--- config.mk ---
export PLATFORM = sky130hd
export DESIGN_NAME = abc_aux_ctrl
export DESIGN_NICKNAME = d
export VERILOG_FILES = /design/src/abc_pkg.sv /design/src/abc_aux_ctrl.sv
export VERILOG_INCLUDE_DIRS = /design/src /design/src/src
export SDC_FILE = /design/constraint.sdc
export NUM_CORES = 1
export LEC_CHECK = 0
export BUFFER_PORTS_ARGS = -buffer_cell sky130_fd_sc_hd__buf_2
export CAP_MARGIN = 40
export CORE_MARGIN = 2
export CORE_UTILIZATION = 47
export CTS_CLUSTER_SIZE = 40
export DETAILED_ROUTE_END_ITERATION = 8
export HOLD_SLACK_MARGIN = 0.05
export PLACE_DENSITY = 0.89
export SLEW_MARGIN = 20
export SYNTH_ARGS = -nofsm -noshare
export SYNTH_HDL_FRONTEND = slang
export SYNTH_SLANG_ARGS = --single-unit
--- constraint.sdc ---
create_clock -name sys_clk_i -period 1.8 [get_ports sys_clk_i]
set_clock_uncertainty 0.1 [all_clocks]
set_input_delay 0.09 -clock sys_clk_i [delete_from_list [all_inputs] [get_ports sys_clk_i]]
set_output_delay 0.09 -clock sys_clk_i [all_outputs]
set_load 0.01 [all_outputs]
--- src/abc_consts.svh ---
`ifndef ABC_CONSTS_SVH
`define ABC_CONSTS_SVH

// register location and field positions
`define ABC_AUX_ADDR 8'h8e
`define ABC_BIT_DIS 0
`define ABC_BIT_EXT 1
`define ABC_BIT_SZ_LO 2
`define ABC_BIT_SZ_HI 3
`define ABC_BIT_STR 5

// reset values
`define ABC_RST_DIS 1'h0
`define ABC_RST_STR 1'h0
`define ABC_RST_SZ 2'h0
`define ABC_RST_EXT 1'h0

// latch strobe period in oscillator clocks
`define ABC_ALE_DIV 3'h6
`define ABC_ALE_DIV_X2 3'h3

// read and write strobe length in clock periods
`define ABC_STROBE_SHORT 5'h06
`define ABC_STROBE_LONG 5'h1e

// one step of the expanded internal ram size
`define ABC_RAM_UNIT 11'h100

`endif

--- src/abc_pkg.sv ---
package abc_pkg;

  typedef enum logic {
    ABC_IDLE,
    ABC_STROBE
  } abc_xfer_e;

  typedef struct packed {
    logic strobe_disable;
    logic strobe_stretch;
    logic [1:0] ram_size;
    logic external_memory_select;
    logic sel_loaded;
    logic [2:0] div_cnt;
    abc_xfer_e xfer;
    logic [4:0] xfer_cnt;
    logic xfer_wr;
    logic [7:0] rdata;
    logic ale;
    logic ale_oe;
    logic rd_n;
    logic wr_n;
    logic done;
  } abc_state_s;

  typedef struct packed {
    logic ale;
    logic ale_oe;
    logic rd_n;
    logic wr_n;
  } abc_pins_s;

endpackage

--- src/abc_aux_ctrl.sv ---
// The strobed register port was left to the implementer.
`timescale 1ns/1ps
`default_nettype none
`include "abc_consts.svh"

// Function
// - bit 0 of the auxiliary register disables the address latch strobe
// - when disabled, strobe still pulses for data moves, constant moves, external fetches
// - suppressed strobe pin is released, left weakly pulled high
// - enabled strobe runs continuously at oscillator/6, or oscillator/3 in X2 mode
// - bit 5 sets read/write strobe length: 6 clocks clear, 30 clocks set
// - bits 3:2 select expanded ram size 256, 512, 768 or 1024 bytes
// - bit 1 routes external data moves: clear internal ram, set external memory
// - after power-up, bit 1 is loaded from the hardware security byte
// - reserved bits 7, 6, 4 read undetermined (this block reads them as zero); software never writes ones
module abc_aux_ctrl (
  input wire logic sys_clk_i, // 200 MHz oscillator clock
  input wire logic nrst_i, // async reset, active low
  input wire logic [7:0] addr_i, // register address
  input wire logic [7:0] wdata_i, // register write data
  input wire logic wr_i, // register write strobe
  input wire logic rd_i, // register read strobe
  output logic [7:0] rdata_o, // read data, cycle after rd_i
  input wire logic x2_mode_i, // X2 mode active
  input wire logic hsb_ext_i, // security byte bit, external memory default
  input wire logic movx_req_i, // external data move request pulse
  input wire logic movx_wr_i, // request is a write
  input wire logic code_constant_move_i, // code constant move in progress
  input wire logic ext_fetch_i, // external instruction fetch in progress
  output logic movx_done_o, // data move finished pulse
  output logic route_ext_o, // data moves go to external memory
  output logic [1:0] ram_size_o, // expanded ram size code
  output logic [10:0] ram_limit_o, // expanded ram size in bytes
  output abc_pkg::abc_pins_s pins_o // latch strobe and read/write strobes
);

  abc_pkg::abc_state_s s;
  abc_pkg::abc_state_s next_s;
  logic [2:0] div_lim;
  logic [4:0] len;
  logic access;
  logic hit_wr;

  always_comb begin
    div_lim = x2_mode_i ? `ABC_ALE_DIV_X2 : `ABC_ALE_DIV;
    len = s.strobe_stretch ? `ABC_STROBE_LONG : `ABC_STROBE_SHORT;
    access = code_constant_move_i | ext_fetch_i | movx_req_i | (s.xfer == abc_pkg::ABC_STROBE);
    hit_wr = wr_i && (addr_i == `ABC_AUX_ADDR);
  end

  always_comb begin
    next_s = s;
    next_s.done = 1'b0;
    next_s.rdata = 8'h00;
    if (!s.sel_loaded) begin
      next_s.sel_loaded = 1'b1;
      next_s.external_memory_select = hsb_ext_i;
    end
    if (hit_wr) begin
      next_s.strobe_disable = wdata_i[`ABC_BIT_DIS];
      next_s.external_memory_select = wdata_i[`ABC_BIT_EXT];
      next_s.ram_size = wdata_i[`ABC_BIT_SZ_HI:`ABC_BIT_SZ_LO];
      next_s.strobe_stretch = wdata_i[`ABC_BIT_STR];
    end
    if (rd_i && (addr_i == `ABC_AUX_ADDR)) begin
      next_s.rdata[`ABC_BIT_DIS] = s.strobe_disable;
      next_s.rdata[`ABC_BIT_EXT] = s.external_memory_select;
      next_s.rdata[`ABC_BIT_SZ_HI:`ABC_BIT_SZ_LO] = s.ram_size;
      next_s.rdata[`ABC_BIT_STR] = s.strobe_stretch;
    end
    if (s.div_cnt >= div_lim - 3'h1) begin
      next_s.div_cnt = 3'h0;
    end else begin
      next_s.div_cnt = s.div_cnt + 3'h1;
    end
    next_s.ale = (next_s.div_cnt == 3'h0);
    // pin released unless enabled or an external access runs
    next_s.ale_oe = !s.strobe_disable || access;
    unique case (s.xfer)
      abc_pkg::ABC_IDLE: begin
        if (movx_req_i) begin
          // internal ram needs no external strobes
          if (s.external_memory_select) begin
            next_s.xfer = abc_pkg::ABC_STROBE;
            next_s.xfer_cnt = len - 5'h01;
            next_s.xfer_wr = movx_wr_i;
            next_s.rd_n = movx_wr_i;
            next_s.wr_n = !movx_wr_i;
          end else begin
            next_s.done = 1'b1;
          end
        end
      end
      abc_pkg::ABC_STROBE: begin
        // strobe held for the selected length
        if (s.xfer_cnt == 5'h00) begin
          next_s.xfer = abc_pkg::ABC_IDLE;
          next_s.rd_n = 1'b1;
          next_s.wr_n = 1'b1;
          next_s.done = 1'b1;
        end else begin
          next_s.xfer_cnt = s.xfer_cnt - 5'h01;
        end
      end
    endcase
  end

  always_ff @(posedge sys_clk_i or negedge nrst_i) begin
    if (!nrst_i) begin
      s <= '{strobe_disable: `ABC_RST_DIS, strobe_stretch: `ABC_RST_STR,
             ram_size: `ABC_RST_SZ, external_memory_select: `ABC_RST_EXT,
             sel_loaded: 1'b0, div_cnt: 3'h0, xfer: abc_pkg::ABC_IDLE,
             xfer_cnt: 5'h00, xfer_wr: 1'b0, rdata: 8'h00, ale: 1'b0,
             ale_oe: 1'b1, rd_n: 1'b1, wr_n: 1'b1, done: 1'b0};
    end else begin
      s <= next_s;
    end
  end

  always_comb begin
    rdata_o = s.rdata;
    movx_done_o = s.done;
    route_ext_o = s.external_memory_select;
    ram_size_o = s.ram_size;
    ram_limit_o = `ABC_RAM_UNIT * ({9'h000, s.ram_size} + 11'h001);
    // weak pull-up shows a high level, so the driven value is high too
    pins_o.ale = s.ale_oe ? s.ale : 1'b1;
    pins_o.ale_oe = s.ale_oe;
    pins_o.rd_n = s.rd_n;
    pins_o.wr_n = s.wr_n;
  end

  // helper: counts low cycles of the active strobe
  logic [4:0] low_cnt;
  always_ff @(posedge sys_clk_i or negedge nrst_i) begin
    if (!nrst_i) begin
      low_cnt <= 5'h00;
    end else if (!s.rd_n || !s.wr_n) begin
      low_cnt <= low_cnt + 5'h01;
    end else begin
      low_cnt <= 5'h00;
    end
  end
endmodule

`default_nettype wire

==> results.json <==
{
  "status": "completed",
  "overflow": 0,
  "rr_worst_depth": 3,
  "slew_headroom": 0.643,
  "ant_nets": 0,
  "critPathRequiredTime_ns": 1.93,
  "netlist_area_sq_um": 1300,
  "cts_tree": "done",
  "cap_violations": 0,
  "port_buffers": 38,
  "power.leakage_nw": 0.824,
  "critPathMaxStageDelay_ns": 0.57,
  "rows": 19,
  "multi_input_area_sq_um": 526,
  "worstSetupPathType": "reg2reg",
  "htree_levels": 1,
  "worst_pin_slew_ns": 0.536,
  "hold_viol_final": 0,
  "grt_antenna_before_repair": 0,
  "cts_max_path_buffers": 2,
  "die-width_um": 56.6,
  "cts.clk_slew.worst_paths_ns": 0.15,
  "slew_viol_final": 0,
  "crit_buf_inv": 1,
  "crit_top_cell": "mux2_2",
  "cp_max_fo": 1,
  "seq_area_sq_um": 632,
  "die_area_sq_um": 3210,
  "cp-end-kind": "register",
  "critPathLaunch": "s[23]",
  "ys_seq_area_frac": 0.484,
  "period_needed_ns": 1.74,
  "synth_common_cells": "buf_4 (22), dfrtp_1 (22), inv_1 (10), nand2_1 (7)",
  "switchingPower_mw": 0.634,
  "slowest_stage": "dlygate4sd3_1",
  "synth_top_cell_area_share": 0.423,
  "routed_wl_mm": 2.74,
  "synth_area_per_cell_sq_um": 10.8,
  "min_path_type": "in2async",
  "synthTopCellsByArea": "dfrtp_1 (42%), buf_4 (13%), dfstp_2 (6.1%)",
  "numCtsBuffers": 3,
  "setup_violations": 0,
  "path_delay_family": "multiplexers",
  "reg2reg_to": "route_ext_o",
  "start_util": 0.484,
  "grt_pass1_wl_mm": 4.38,
  "yosysTopAreaCell": "dfrtp_1",
  "dpl_worst_slack_ns": -0.00650,
  "synth_cell_types": 33,
  "die_y_um": 56.6,
  "wl_per_cell_um": 13.9,
  "worstPathCellList": "mux2_2, mux2_2, dlygate4sd3_1",
  "grt_max_degree": 26,
  "design_area_sq_um": 1610,
  "r2r_slack_ns": 0.06,
  "p_sw_frac": 0.351,
  "core_area_sq_um": 2690,
  "period_share": 0.967,
  "whs_ns": 0.155,
  "final_layout_size_suffix_gt1_frac": 0.380,
  "synth_cells": 120,
  "grt_pass1_vias": 1002,
  "start_kind": "register",
  "n_fill_cell": 216,
  "routabilityCongestion": 0.776,
  "finalNetCount": 199,
  "clk_latency_ns": 0.33,
  "io_pins": 53,
  "p_int_mw": 1.17,
  "via_per_inst": 5.16,
  "crit-reg2reg-launch": "s[23]",
  "ys_ff_latch": 25,
  "yosysWarnings": 0,
  "clock_power_share": 0.146,
  "clock_sinks": 25,
  "crit_arrival_ns": 1.87,
  "async_reset_ff_frac": 1.00,
  "ir_worst_vdd_mv": 0.879,
  "ys.flop_type": "dfrtp_1",
  "first_pass_iters": 4,
  "synth_edf_count": 0,
  "diodes": 0,
  "combPwrFrac": 0.388,
  "vias": 1016,
  "fin_ws_ns": 0.0600,
  "fmax_mhz": 575,
  "placed_area_sq_um": 1400,
  "drt_iter0_markers": 42,
  "cts_root_buf": "clkbuf_4",
  "syn_to_final_growth_pct": 23.5,
  "grt_use_total": 0.177,
  "drc": 0,
  "dp_hpwl_mm": 1.81,
  "power_density_nw_per_um2": 1130,
  "power_frac_seq": 0.466
}
-- through the flow --
stage / TNS [ns] / cells / util / power [mW]
floorplan: 0 / 130 / - / 1.32
global placement: 0 / 177 / 0.522 / 1.39
detailed placement: -0.00650 / 177 / 0.522 / 1.43
CTS: 0 / 196 / 0.591 / 1.77
global route: -0.0122 / 197 / 0.598 / 1.95
finish: 0 / 197 / 0.598 / 1.81
-- cell usage in the layout (no fill, tap or decap), drive strengths merged, types with 2 or more instances in the layout --
master,count
buf,41
dfrtp,22
dlygate4sd3,13
conb,12
inv,10
nand2,7
nor2,6
mux2,6
ha,6
nand3b,4
nand3,3
nand2b,3
a211oi,3
clkbuf,3
dfstp,3
and4bb,2
and3b,2
a21oi,2
o21ai,2
-- final cells by class --
| type | instances | share of cell area |
|---|---|---|
| tap | 31 | 0.0241 |
| timing repair buffer | 54 | 0.213 |
| sequential | 25 | 0.393 |
| clock buffer | 3 | 0.0140 |
| clock inverter | 1 | 0.00467 |
| multi-input combinational | 73 | 0.327 |
| inverter | 10 | 0.0234 |
-- flip-flops by register name, indices dropped and copies added, names as in the netlist --
signal	count
route_ext_o	1
pins_o	3
ram_size_o	2
movx_done_o	1
rdata_o	5
s	13
-- worst max path at each step --
| stage | depth (start not counted) | end | slack (ns) |
|---|---|---|---|
| 5_1_grt | 5 | s[16] | -0.01 |
| 4_1_cts | 5 | s[16] | 0.02 |
| 2_1_floorplan | 5 | s[15] | 0.15 |
| 3_5_place_dp | 5 | s[16] | -0.006 |
| 6_report | 3 | route_ext_o | 0.06 |
| 3_3_place_gp | 5 | s[16] | 0.11 |
-- kinds of logic (layout without fill, tap and decap cells) --
group,Yosys count,count (layout),share of synthesized area
AO/OA/AOI/OAI,14,14,0.0769
XOR/XNOR,1,1,0.00673
adder cells (fa/ha/maj),6,6,0.0577
buffers and inverters,32,68,0.156
flip-flops,25,25,0.484
multiplexers,6,6,0.0519
other,2,12,0.00577
AND/OR/NAND/NOR,34,34,0.162
-- per-layer routing --
| metal | wire (um) | vias up | GRT usage |
|---|---|---|---|
| met5 | 0 | - | 0 |
| met4 | 95 | 0 | 0.0510 |
| met3 | 143 | 17 | 0.0415 |
| met2 | 1450 | 46 | 0.327 |
| met1 | 1050 | 480 | 0.199 |
| li1 | - | 473 | - |
-- worst reg2reg max path: stages (launching register included) --
cell,delay (ns)
dfrtp_1,0.38
mux2_2,0.32
mux2_2,0.26
dlygate4sd3_1,0.57
-- power by group through the flow --
stage | combinational (mW) | clock, mW | sequential, mW
4_1_cts | 0.663 | 0.266 | 0.837
5_1_grt | 0.793 | 0.290 | 0.865
2_1_floorplan | 0.515 | 0 | 0.805
3_5_place_dp | 0.583 | 0 | 0.851
3_3_place_gp | 0.553 | 0 | 0.838
6_report | 0.702 | 0.263 | 0.843
-- repair_timing --
| item | in CTS | in global routing |
|---|---|---|
| buffers inserted | 2 | 1 |
| hold buffers | 13 | 0 |
| setup endpoints to repair | 1 | 4 |
| pin swaps | 0 | 2 |
| gates resized for setup | 2 | 4 |
| endpoints found under the hold margin | 42 | 0 |
Power figures use the tool's default switching activity.
